$ cat src/logic/power_stage_regs.svh
// offsets, field positions, reset values and timing counts of the power stage control
// Operation
// outputs follow their own input, normally uninverted
// some modes invert inputs to drive bridge sides
// controller grounds inputs of unused outputs
// controller keeps mode select static while running
// mixed mode ramps only outputs one and two
// over-current, thermal error, under-voltage force shutdown
// flags are active-low open-drain pull-downs
// over-current flagged per pair, two flags
// over-current trip holds until reset toggled
// pair flag low when either channel over-current
// thermal warning pulls its flag, no shutdown
// thermal error pulls combined error flag low
// supply under-voltage pulls combined error flag
// thermal or supply error trips all four
// pair reset low clears state, outputs released
// output waits for own rising input edge
// codes 001 and 101 select mixed mode
// sensed levels synchronised, trips persist until released
`ifndef POWER_STAGE_REGS_SVH
`define POWER_STAGE_REGS_SVH

// register byte offsets
`define CTRL_OFFSET      4'h0
`define STATUS_OFFSET    4'h4

// control register fields
`define CTRL_MODE_LSB    0
`define CTRL_RAMP_BIT    3
`define CTRL_RESET       4'h0

// status register fields
`define STAT_DRIVE_LSB   0
`define STAT_TRIP_LSB    4
`define STAT_WARN_BIT    7
`define STAT_RAMP_LSB    8
`define STAT_PIN_LSB     10

// mixed mode codes
`define MODE_MIXED_A     3'h1
`define MODE_MIXED_B     3'h5

// bus responses
`define RESP_OKAY        2'h0
`define RESP_SLVERR      2'h2

// soft ramp timing: nominal ramp time and clock period
`define RAMP_TIME_US     100
`define CLK_PERIOD_NS    8
`define RAMP_CYCLES_DEF  ((`RAMP_TIME_US * 1000 + `CLK_PERIOD_NS - 1) / `CLK_PERIOD_NS)

`endif

$ cat src/logic/power_stage_pkg.sv
// shared types of the power stage control
package power_stage_pkg;

  // per-output lane sequencing
  typedef enum logic [1:0] {
    LANE_OFF   = 2'b00,
    LANE_WAIT  = 2'b01,
    LANE_DRIVE = 2'b10
  } lane_state_t;

  // levels from the analog comparators
  typedef struct packed {
    logic [3:0] overcurrent;
    logic       thermal_warning;
    logic       thermal_error;
    logic       high_voltage_supply_low;
  } sense_t;

  // which input feeds a lane and whether it is inverted
  typedef struct packed {
    logic [1:0] src;
    logic       inv;
  } route_t;

endpackage : power_stage_pkg

$ cat src/logic/output_lane.sv
// one switched power output: arming on input edge, drive and release
`timescale 1ns/1ps
module output_lane
  import power_stage_pkg::*;
(
  input  wire logic  aclk,
  input  wire logic  aresetn,
  input  wire logic  run,
  input  wire logic  source_in,
  input  wire logic  drive_val,
  input  wire logic  ramp_busy,
  output logic       out_q,
  output logic       oe_q,
  output lane_state_t state_q
);

  lane_state_t state_d;
  logic        prev_q;
  logic        seen_q;
  logic        seen_d;
  logic        out_d;
  logic        oe_d;

  // next state; losing run always drops back to released
  always_comb begin
    state_d = state_q;
    seen_d  = seen_q;
    out_d   = 1'b0;
    oe_d    = 1'b0;
    unique case (state_q)
      LANE_OFF: begin
        seen_d = 1'b0;
        if (run) begin
          state_d = LANE_WAIT;
        end
      end
      LANE_WAIT: begin
        // only a low-to-high edge arms; a static level never does
        if (source_in && !prev_q) begin
          seen_d = 1'b1;
        end
        // an early edge is remembered while the ramp finishes
        if (seen_d && !ramp_busy) begin
          state_d = LANE_DRIVE;
        end
      end
      LANE_DRIVE: begin
        out_d = drive_val;
        oe_d  = 1'b1;
      end
      default: state_d = LANE_OFF;
    endcase
    if (!run) begin
      state_d = LANE_OFF;
      out_d   = 1'b0;
      oe_d    = 1'b0;
    end
  end

  // registers
  always_ff @(posedge aclk) begin
    if (!aresetn) begin
      state_q <= LANE_OFF;
      prev_q  <= 1'b0;
      seen_q  <= 1'b0;
      out_q   <= 1'b0;
      oe_q    <= 1'b0;
    end else begin
      state_q <= state_d;
      prev_q  <= source_in;
      seen_q  <= seen_d;
      out_q   <= out_d;
      oe_q    <= oe_d;
    end
  end

endmodule : output_lane

$ cat src/logic/power_stage_output_protection.sv
// four-output power stage control: routing, protection, flags and register slave
//
// The implementer's own choices: the AXI4-Lite register port and the address map.
`timescale 1ns/1ps
`include "power_stage_regs.svh"
module power_stage_output_protection
  import power_stage_pkg::*;
#(
  parameter int unsigned ADDR_W      = 4,
  parameter int unsigned RAMP_CYCLES = `RAMP_CYCLES_DEF
) (
  input  wire logic              aclk,
  input  wire logic              aresetn,
  // register bus
  input  wire logic              awvalid,
  output logic                   awready,
  input  wire logic [ADDR_W-1:0] awaddr,
  input  wire logic              wvalid,
  output logic                   wready,
  input  wire logic [31:0]       wdata,
  input  wire logic [3:0]        wstrb,
  output logic                   bvalid,
  input  wire logic              bready,
  output logic [1:0]             bresp,
  input  wire logic              arvalid,
  output logic                   arready,
  input  wire logic [ADDR_W-1:0] araddr,
  output logic                   rvalid,
  input  wire logic              rready,
  output logic [31:0]            rdata,
  output logic [1:0]             rresp,
  // modulator, reset controller and comparator side
  input  wire logic [3:0]        pwm_input_n,
  input  wire logic              reset_pair_a_n,
  input  wire logic              reset_pair_b_n,
  input  wire sense_t            analog_sense,
  // switched outputs
  output logic [3:0]             power_output_n,
  output logic [3:0]             power_output_n_oe,
  // open-drain flags
  input  wire logic              overcurrent_flag_pair_a_n_i,
  output logic                   overcurrent_flag_pair_a_n,
  output logic                   overcurrent_flag_pair_a_n_oe,
  input  wire logic              overcurrent_flag_pair_b_n_i,
  output logic                   overcurrent_flag_pair_b_n,
  output logic                   overcurrent_flag_pair_b_n_oe,
  input  wire logic              thermal_warning_flag_n_i,
  output logic                   thermal_warning_flag_n,
  output logic                   thermal_warning_flag_n_oe,
  input  wire logic              thermal_undervoltage_error_n_i,
  output logic                   thermal_undervoltage_error_n,
  output logic                   thermal_undervoltage_error_n_oe
);

  localparam int unsigned RW = $clog2(RAMP_CYCLES + 1);

  // ****************************************************************
  // elaboration checks
  // ****************************************************************

  // decode needs at least the two registers; counter must stay sane
  if (ADDR_W < 3 || ADDR_W > 32) begin : g_bad_addr_w
    $error("ADDR_W out of range");
  end
  if (RAMP_CYCLES < 1 || RAMP_CYCLES > 24'hFFFFFF) begin : g_bad_ramp
    $error("RAMP_CYCLES out of range");
  end

  // ****************************************************************
  // comparator synchroniser
  // ****************************************************************

  sense_t sense_s1_q;
  sense_t sense_s1_d;
  sense_t sense_s2_q;
  sense_t sense_s2_d;

  // two stages; the comparators are asynchronous to aclk
  always_comb begin
    sense_s1_d = analog_sense;
    sense_s2_d = sense_s1_q;
  end

  always_ff @(posedge aclk) begin
    if (!aresetn) begin
      sense_s1_q <= '0;
      sense_s2_q <= '0;
    end else begin
      sense_s1_q <= sense_s1_d;
      sense_s2_q <= sense_s2_d;
    end
  end

  // ****************************************************************
  // fault latches
  // ****************************************************************

  logic [1:0] pair_n;
  logic [1:0] oc_now;
  logic       uvte_now;
  logic [1:0] oc_q;
  logic [1:0] oc_d;
  logic       uvte_q;
  logic       uvte_d;
  logic [1:0] seen_low_q;
  logic [1:0] seen_low_d;

  assign pair_n   = {reset_pair_b_n, reset_pair_a_n};
  assign oc_now   = {|sense_s2_q.overcurrent[3:2], |sense_s2_q.overcurrent[1:0]};
  assign uvte_now = sense_s2_q.thermal_error | sense_s2_q.high_voltage_supply_low;

  // an over-current trip clears only while its pair reset is low and the cause is gone;
  // a fresh fault always wins over the release
  always_comb begin
    oc_d = oc_now | (oc_q & pair_n);
    // remember each pair reset seen low with the cause gone
    for (int p = 0; p < 2; p++) begin
      seen_low_d[p] = uvte_q && !uvte_now && (seen_low_q[p] || !pair_n[p]);
    end
    // both pairs must have gone low and come back high
    uvte_d = uvte_now || (uvte_q && !((&seen_low_q) && (&pair_n)));
  end

  always_ff @(posedge aclk) begin
    if (!aresetn) begin
      oc_q       <= 2'h0;
      uvte_q     <= 1'b0;
      seen_low_q <= 2'h0;
    end else begin
      oc_q       <= oc_d;
      uvte_q     <= uvte_d;
      seen_low_q <= seen_low_d;
    end
  end

  // ****************************************************************
  // flag drivers
  // ****************************************************************

  logic [3:0] flag_oe_q;
  logic [3:0] flag_oe_d;

  // warning only signals; it never feeds the lane run terms
  always_comb begin
    flag_oe_d[0] = oc_q[0] | oc_now[0];
    flag_oe_d[1] = oc_q[1] | oc_now[1];
    flag_oe_d[2] = sense_s2_q.thermal_warning;
    flag_oe_d[3] = uvte_q | uvte_now;
  end

  always_ff @(posedge aclk) begin
    if (!aresetn) begin
      flag_oe_q <= 4'h0;
    end else begin
      flag_oe_q <= flag_oe_d;
    end
  end

  // open drain: only ever pull low, otherwise release to the pull-up
  assign overcurrent_flag_pair_a_n       = 1'b0;
  assign overcurrent_flag_pair_b_n       = 1'b0;
  assign thermal_warning_flag_n          = 1'b0;
  assign thermal_undervoltage_error_n    = 1'b0;
  assign overcurrent_flag_pair_a_n_oe    = flag_oe_q[0];
  assign overcurrent_flag_pair_b_n_oe    = flag_oe_q[1];
  assign thermal_warning_flag_n_oe       = flag_oe_q[2];
  assign thermal_undervoltage_error_n_oe = flag_oe_q[3];

  // ****************************************************************
  // control register and soft ramp
  // ****************************************************************

  logic [3:0]    ctrl_q;
  logic [3:0]    ctrl_d;
  logic [2:0]    output_mode_select;
  logic          ramp_enable;
  logic          mixed_mode;
  logic [1:0]    ramp_apply;
  logic [1:0]    ramp_busy;
  logic [RW-1:0] ramp_cnt_q [2];
  logic [RW-1:0] ramp_cnt_d [2];

  assign output_mode_select = ctrl_q[`CTRL_MODE_LSB +: 3];
  assign ramp_enable        = ctrl_q[`CTRL_RAMP_BIT];
  assign mixed_mode         = (output_mode_select == `MODE_MIXED_A) ||
                              (output_mode_select == `MODE_MIXED_B);
  // the bridged pair never ramps in mixed mode
  assign ramp_apply         = {ramp_enable & ~mixed_mode, ramp_enable};

  // counter reloads in reset and runs down after release
  always_comb begin
    for (int p = 0; p < 2; p++) begin
      if (!pair_n[p]) begin
        ramp_cnt_d[p] = RW'(RAMP_CYCLES);
      end else if (ramp_cnt_q[p] != '0) begin
        ramp_cnt_d[p] = ramp_cnt_q[p] - 1'b1;
      end else begin
        ramp_cnt_d[p] = ramp_cnt_q[p];
      end
      ramp_busy[p] = ramp_apply[p] && (ramp_cnt_q[p] != '0);
    end
  end

  always_ff @(posedge aclk) begin
    if (!aresetn) begin
      ramp_cnt_q[0] <= '0;
      ramp_cnt_q[1] <= '0;
    end else begin
      ramp_cnt_q[0] <= ramp_cnt_d[0];
      ramp_cnt_q[1] <= ramp_cnt_d[1];
    end
  end

  // ****************************************************************
  // routing and output lanes
  // ****************************************************************

  // routing ignores mode[2]; the two mixed codes route alike
  function automatic route_t lane_route(input logic [2:0] mode, input logic [1:0] lane);
    route_t r;
    r.src = lane;
    r.inv = 1'b0;
    unique case (mode[1:0])
      2'b00: r.inv = 1'b0;
      2'b01: if (lane == 2'd3) begin
        r.src = 2'd2;
        r.inv = 1'b1;
      end
      2'b10: if (lane[0]) begin
        r.src = {lane[1], 1'b0};
        r.inv = 1'b1;
      end
      2'b11: begin
        r.src = 2'd0;
        r.inv = lane[1];
      end
    endcase
    return r;
  endfunction : lane_route

  logic [3:0]  lane_run;
  logic [3:0]  lane_src;
  logic [3:0]  lane_val;
  lane_state_t lane_state [4];

  // any live fault drops the lane run term in the same cycle it is seen; the output releases at the next edge
  always_comb begin
    for (int k = 0; k < 4; k++) begin
      route_t rt;
      rt = lane_route(output_mode_select, 2'(k));
      lane_src[k] = pwm_input_n[rt.src];
      lane_val[k] = pwm_input_n[rt.src] ^ rt.inv;
      lane_run[k] = pair_n[k / 2] && !oc_q[k / 2] && !oc_now[k / 2] &&
                    !uvte_q && !uvte_now;
    end
  end

  for (genvar k = 0; k < 4; k++) begin : g_lane
    output_lane u_lane (
      .aclk      (aclk),
      .aresetn   (aresetn),
      .run       (lane_run[k]),
      .source_in (lane_src[k]),
      .drive_val (lane_val[k]),
      .ramp_busy (ramp_busy[k / 2]),
      .out_q     (power_output_n[k]),
      .oe_q      (power_output_n_oe[k]),
      .state_q   (lane_state[k])
    );
  end

  // ****************************************************************
  // register slave
  // ****************************************************************

  logic              aw_q;
  logic              aw_d;
  logic [ADDR_W-1:0] awaddr_q;
  logic [ADDR_W-1:0] awaddr_d;
  logic              w_q;
  logic              w_d;
  logic [31:0]       wdata_q;
  logic [31:0]       wdata_d;
  logic [3:0]        wstrb_q;
  logic [3:0]        wstrb_d;
  logic              bvalid_q;
  logic              bvalid_d;
  logic [1:0]        bresp_q;
  logic [1:0]        bresp_d;
  logic              rvalid_q;
  logic              rvalid_d;
  logic [31:0]       rdata_q;
  logic [31:0]       rdata_d;
  logic [1:0]        rresp_q;
  logic [1:0]        rresp_d;
  logic [31:0]       status;

  // status is a live view, sampled when the read is taken
  always_comb begin
    status = 32'h0;
    status[`STAT_DRIVE_LSB +: 4] = power_output_n_oe;
    status[`STAT_TRIP_LSB +: 3]  = {uvte_q, oc_q};
    status[`STAT_WARN_BIT]       = sense_s2_q.thermal_warning;
    status[`STAT_RAMP_LSB +: 2]  = ramp_busy;
    status[`STAT_PIN_LSB +: 4]   = {thermal_undervoltage_error_n_i, thermal_warning_flag_n_i,
                                    overcurrent_flag_pair_b_n_i, overcurrent_flag_pair_a_n_i};
  end

  // one write and one read in flight; a new request waits for the answer
  assign awready = !aw_q && !bvalid_q;
  assign wready  = !w_q && !bvalid_q;
  assign arready = !rvalid_q;

  // write and read next values; only the control word is writable
  always_comb begin
    aw_d     = aw_q;
    awaddr_d = awaddr_q;
    w_d      = w_q;
    wdata_d  = wdata_q;
    wstrb_d  = wstrb_q;
    bvalid_d = bvalid_q;
    bresp_d  = bresp_q;
    ctrl_d   = ctrl_q;
    rvalid_d = rvalid_q;
    rdata_d  = rdata_q;
    rresp_d  = rresp_q;
    if (awvalid && awready) begin
      aw_d     = 1'b1;
      awaddr_d = awaddr;
    end
    if (wvalid && wready) begin
      w_d     = 1'b1;
      wdata_d = wdata;
      wstrb_d = wstrb;
    end
    if (bvalid_q && bready) begin
      bvalid_d = 1'b0;
    end
    if (aw_q && w_q && !bvalid_q) begin
      aw_d     = 1'b0;
      w_d      = 1'b0;
      bvalid_d = 1'b1;
      bresp_d  = `RESP_SLVERR;
      if ({awaddr_q[ADDR_W-1:2], 2'b00} == ADDR_W'(`CTRL_OFFSET)) begin
        bresp_d = `RESP_OKAY;
        if (wstrb_q[0]) begin
          ctrl_d = wdata_q[3:0];
        end
      end
    end
    if (rvalid_q && rready) begin
      rvalid_d = 1'b0;
    end
    if (arvalid && arready) begin
      rvalid_d = 1'b1;
      rdata_d  = 32'h0;
      rresp_d  = `RESP_OKAY;
      if ({araddr[ADDR_W-1:2], 2'b00} == ADDR_W'(`CTRL_OFFSET)) begin
        rdata_d = {28'h0, ctrl_q};
      end else if ({araddr[ADDR_W-1:2], 2'b00} == ADDR_W'(`STATUS_OFFSET)) begin
        rdata_d = status;
      end else begin
        rresp_d = `RESP_SLVERR;
      end
    end
  end

  always_ff @(posedge aclk) begin
    if (!aresetn) begin
      aw_q     <= 1'b0;
      awaddr_q <= '0;
      w_q      <= 1'b0;
      wdata_q  <= 32'h0;
      wstrb_q  <= 4'h0;
      bvalid_q <= 1'b0;
      bresp_q  <= `RESP_OKAY;
      ctrl_q   <= `CTRL_RESET;
      rvalid_q <= 1'b0;
      rdata_q  <= 32'h0;
      rresp_q  <= `RESP_OKAY;
    end else begin
      aw_q     <= aw_d;
      awaddr_q <= awaddr_d;
      w_q      <= w_d;
      wdata_q  <= wdata_d;
      wstrb_q  <= wstrb_d;
      bvalid_q <= bvalid_d;
      bresp_q  <= bresp_d;
      ctrl_q   <= ctrl_d;
      rvalid_q <= rvalid_d;
      rdata_q  <= rdata_d;
      rresp_q  <= rresp_d;
    end
  end

  assign bvalid = bvalid_q;
  assign bresp  = bresp_q;
  assign rvalid = rvalid_q;
  assign rdata  = rdata_q;
  assign rresp  = rresp_q;
endmodule : power_stage_output_protection

$ cat config.mk
export PLATFORM = sky130hd
export DESIGN_NAME = power_stage_output_protection
export DESIGN_NICKNAME = d
export VERILOG_FILES = /design/src/logic/power_stage_pkg.sv /design/src/logic/output_lane.sv /design/src/logic/power_stage_output_protection.sv
export VERILOG_INCLUDE_DIRS = /design/src /design/src/logic
export SDC_FILE = /design/constraint.sdc
export NUM_CORES = 1
export LEC_CHECK = 0
export ABC_CLOCK_PERIOD_IN_PS = 3600
export BUFFER_PORTS_ARGS = -buffer_cell sky130_fd_sc_hd__buf_2
export CORE_MARGIN = 2
export CORE_UTILIZATION = 48
export DETAILED_ROUTE_END_ITERATION = 16
export PLACE_DENSITY = 0.83
export SYNTH_ARGS = -nofsm -noshare
export SYNTH_HDL_FRONTEND = slang
export SYNTH_HIERARCHICAL = 1
export SYNTH_SLANG_ARGS = --single-unit
$ cat constraint.sdc
create_clock -name aclk -period 3.6 [get_ports aclk]
set_input_delay 0.36 -clock aclk [delete_from_list [all_inputs] [get_ports aclk]]
set_output_delay 0.36 -clock aclk [all_outputs]
set_load 0.05 [all_outputs]
==> metrics.yaml <==
wl_per_cell_um: 13.8
post_drt_via_cell_ratio: 5.41
reg2reg_to: "g_lane[1].u_lane/state_q[0]$_SDFFE_PN0P_"
setup.worst_path.end: "g_lane[1].u_lane/state_q[0]$_SDFFE_PN0P_"
critical_path_arrival_ns: 2.39
yosys.area.top_type: "dfxtp_1"
grtUsageMet1_pct: 22.2
setup_viol: 0
required_ns: 3.85
vdd_drop_max_v: 0.000205
dp_hpwl_um: 6520
synth.most_common_cell: "dfxtp_1"
synth_top_family_by_area: "simple AND/OR/NAND/NOR gates"
setup_tns_ns: 0
worstMarginPinSlew_ns: 0.993
synth-seq-cells: 106
rsz0062_at_grt: "no"
synth_top_area_share_pct: 48.0
vias: 3530
cap_violations: 0
synth_top_cells_by_area: "dfxtp_1 (48%), nor2_1 (5.7%), buf_4 (4.1%)"
pre_cts_ws_ns: 1.53
drv_slew: 0
cts-root-buf: "clkbuf_8"
yosysUniqueCellTypes: 59
yosys.area_share.simple_pct: 24.9
dieArea_sq_mm: 0.00999
path_clk_slew_ns: 0.10
synthAdderAreaFrac_pct: 1.13
power.density_mw_per_mm2: 484
grt_use_total_pct: 18.6
status: "finished clean"
r2r_slack_ns: 1.45
r2r_cells: 5
cts_max_level: 3
internal-power_uw: 1700
grt_pass1_vias: 3396
port_buffers: 65
pwr-share-comb_pct: 15.8
synthCells: 473
die_w_um: 100
antenna_found_initial: 0
synth.area.mux_share_pct: 3.71
clk-insertion-delay-late_ns: 0.36
synth_edf_count: 0
synth_xor_xnor_area_share_pct: 0.793
ys_seq_area_share_pct: 48.0
slowest_delay_ns: 0.64
crit_fanout: 11
die_h_um: 100
routed_wl_um: 9010
max_freq_mhz: 465
async_reset_ff_share_pct: 0
skew_ns: 0.00818
startpoint: "ramp_cnt_q[0][9]$_SDFFE_PN0P_"
grt_max_degree: 35
globalRoute.busiestLayer: "met2"
drive_gt1_share_pct: 21.0
route.detailed.drc: 0
cts.sinks: 106
fin_nets: 609
gp_congestion: 0.829
syn-cell-area_sq_mm: 0.00442
whs_ns: 0.193
overflow: 0
hold_buffers: 0
end_kind: "flop"
met3_usage_pct: 3.83
cp_slowest_cell: "nor4_1"
power_leakage_uw: 0.00219
cts_tree: "yes"
drt-initial-drc-count: 164
reg2reg_from: "ramp_cnt_q[0][9]$_SDFFE_PN0P_"
antennaDiodeCount: 0
path_class: "flop to flop"
cts.repair.resized: 0
crit_chain: "nor4_1 -> nand4_1 -> and2_1 -> inv_1 -> a311oi_1"
startpoint_type: "flop"
period_share_pct: 59.7
fin_ws_ns: 1.45
hold_path.class: "input pin to flop"
grt_pass1_wl_um: 15000
finalCriticalPeriod_ns: 2.15
gr-usage-met2_pct: 32.2
ys.flop_type: "dfxtp_1"
synthTopCellsByCount: "dfxtp_1 (106), nor2_1 (67), and2_1 (24), buf_4 (24), nand2_1 (22)"
yosysWarnings: 6
relSlewSlack_pct: 33.5
clockBufferDepth: 2
syn_avg_cell_area_sq_um: 9.35
io_pins: 125
drt_first_pass_iters: 4
num_rows: 35
cts-buffers-inserted: 9
synth_compound_area_share_pct: 14.5
switchingPower_uw: 709
ant_nets: 0
hold_viol_final: 0
p_sw_share_pct: 29.5
coreArea_sq_mm: 0.00906
pwr-share-clk_pct: 31.3
area_growth_pct: 12.5
start_util_pct: 48.8
cts_setup_buffers: 0
seq_power_share_pct: 52.9
## flip-flops by register name, summed over array words and instances (netlist names), 6 cells and up
signal and count:
ramp_cnt_q 28, sense_s2_q 6, rdata 14, sense_s1_q 7, g_lane.u_lane/state_q 8
## power by group through the flow
| stage | clock network [uW] | registers, uW | logic [uW] |
|---|---|---|---|
| floorplan | 0 | 1310 | 291 |
| global placement | 0 | 1300 | 365 |
| detailed placement | 0 | 1300 | 377 |
| CTS | 772 | 1270 | 379 |
| global route | 820 | 1280 | 419 |
| finish | 753 | 1270 | 381 |
## cell usage in the layout, fill, tap and decap left out, types with 4 or more instances in the layout
cell type  instances
and3_1             5
clkbuf_8          10
nand2_1           22
buf_2             65
nand4_1            7
nand3_1            7
nor2_1            67
inv_1             16
a311oi_1           5
or3_1              5
a22oi_1           11
and2_1            24
and2_2             4
o31a_1             4
conb_1            24
nand2_2            4
a21oi_1           17
a41o_1             7
mux2i_1           13
nor3_1            14
o31ai_1            6
nor3b_4            4
o21ai_0            7
ha_1               4
dfxtp_1          106
o221a_2            4
nand2b_1          15
buf_4              4
a31oi_1           10
or4_1              5
## worst min-delay path by stage
stage | depth (start not counted) | to | slack (ns) | startpoint
6_report | 2 | sense_s1_q[5]$_SDFF_PN0_ | 0.19 | analog_sense[5]
5_1_grt | 2 | sense_s1_q[5]$_SDFF_PN0_ | 0.19 | analog_sense[5]
4_1_cts | 2 | sense_s1_q[5]$_SDFF_PN0_ | 0.19 | analog_sense[5]
3_5_place_dp | 1 | sense_s2_q[4]$_SDFF_PN0_ | 0.42 | sense_s1_q[4]$_SDFF_PN0_
3_3_place_gp | 1 | sense_s2_q[1]$_SDFF_PN0_ | 0.42 | sense_s1_q[1]$_SDFF_PN0_
2_1_floorplan | 1 | flag_oe_d[2]$_SDFF_PN0_ | 0.41 | sense_s1_q[2]$_SDFF_PN0_
## kinds of logic (layout without fill, tap and decap cells)
family,after synthesis,count (layout)
flops,106,106
simple gates,199,199
mux,16,16
xor+xnor,4,4
other cells,1,24
fa+ha+maj,4,4
buf+inv,56,102
compound gates,87,87
## stage by stage
step,util [%],power [uW],cell area [sq um],instances
4_1_cts,54.9,2420,4970,653
6_report,54.9,2410,4970,653
5_1_grt,54.9,2520,4970,653
3_3_place_gp,52.6,1660,4760,637
2_1_floorplan,-,1600,4510,496
3_5_place_dp,52.6,1680,4760,637
## layer usage
| metal | routed length [um] | share of wire (%) |
|---|---|---|
| met4 | 173 | 1.9 |
| met1 | 3970 | 44 |
| met2 | 4400 | 49 |
| met5 | 0 | 0 |
| met3 | 462 | 5.1 |
## cell type report
cell class / instances / area [sq um]
well taps: 111 / 139
clock inverters: 6 / 72.6
fillers: 778 / 4090
inverters: 17 / 63.8
clock buffers: 10 / 138
flip-flops and latches: 106 / 2120
repair buffers: 69 / 355
multi-input cells: 334 / 2080
## critical path: cells and delay by family, from the launching register on
kind / cells / cell delay [ns]
AO/OA/AOI/OAI: 1 / 0.08
flip-flops: 1 / 0.35
AND/OR/NAND/NOR: 3 / 1.53
buffers and inverters: 1 / 0.07
Note: power is estimated with default switching activity, not from simulation.
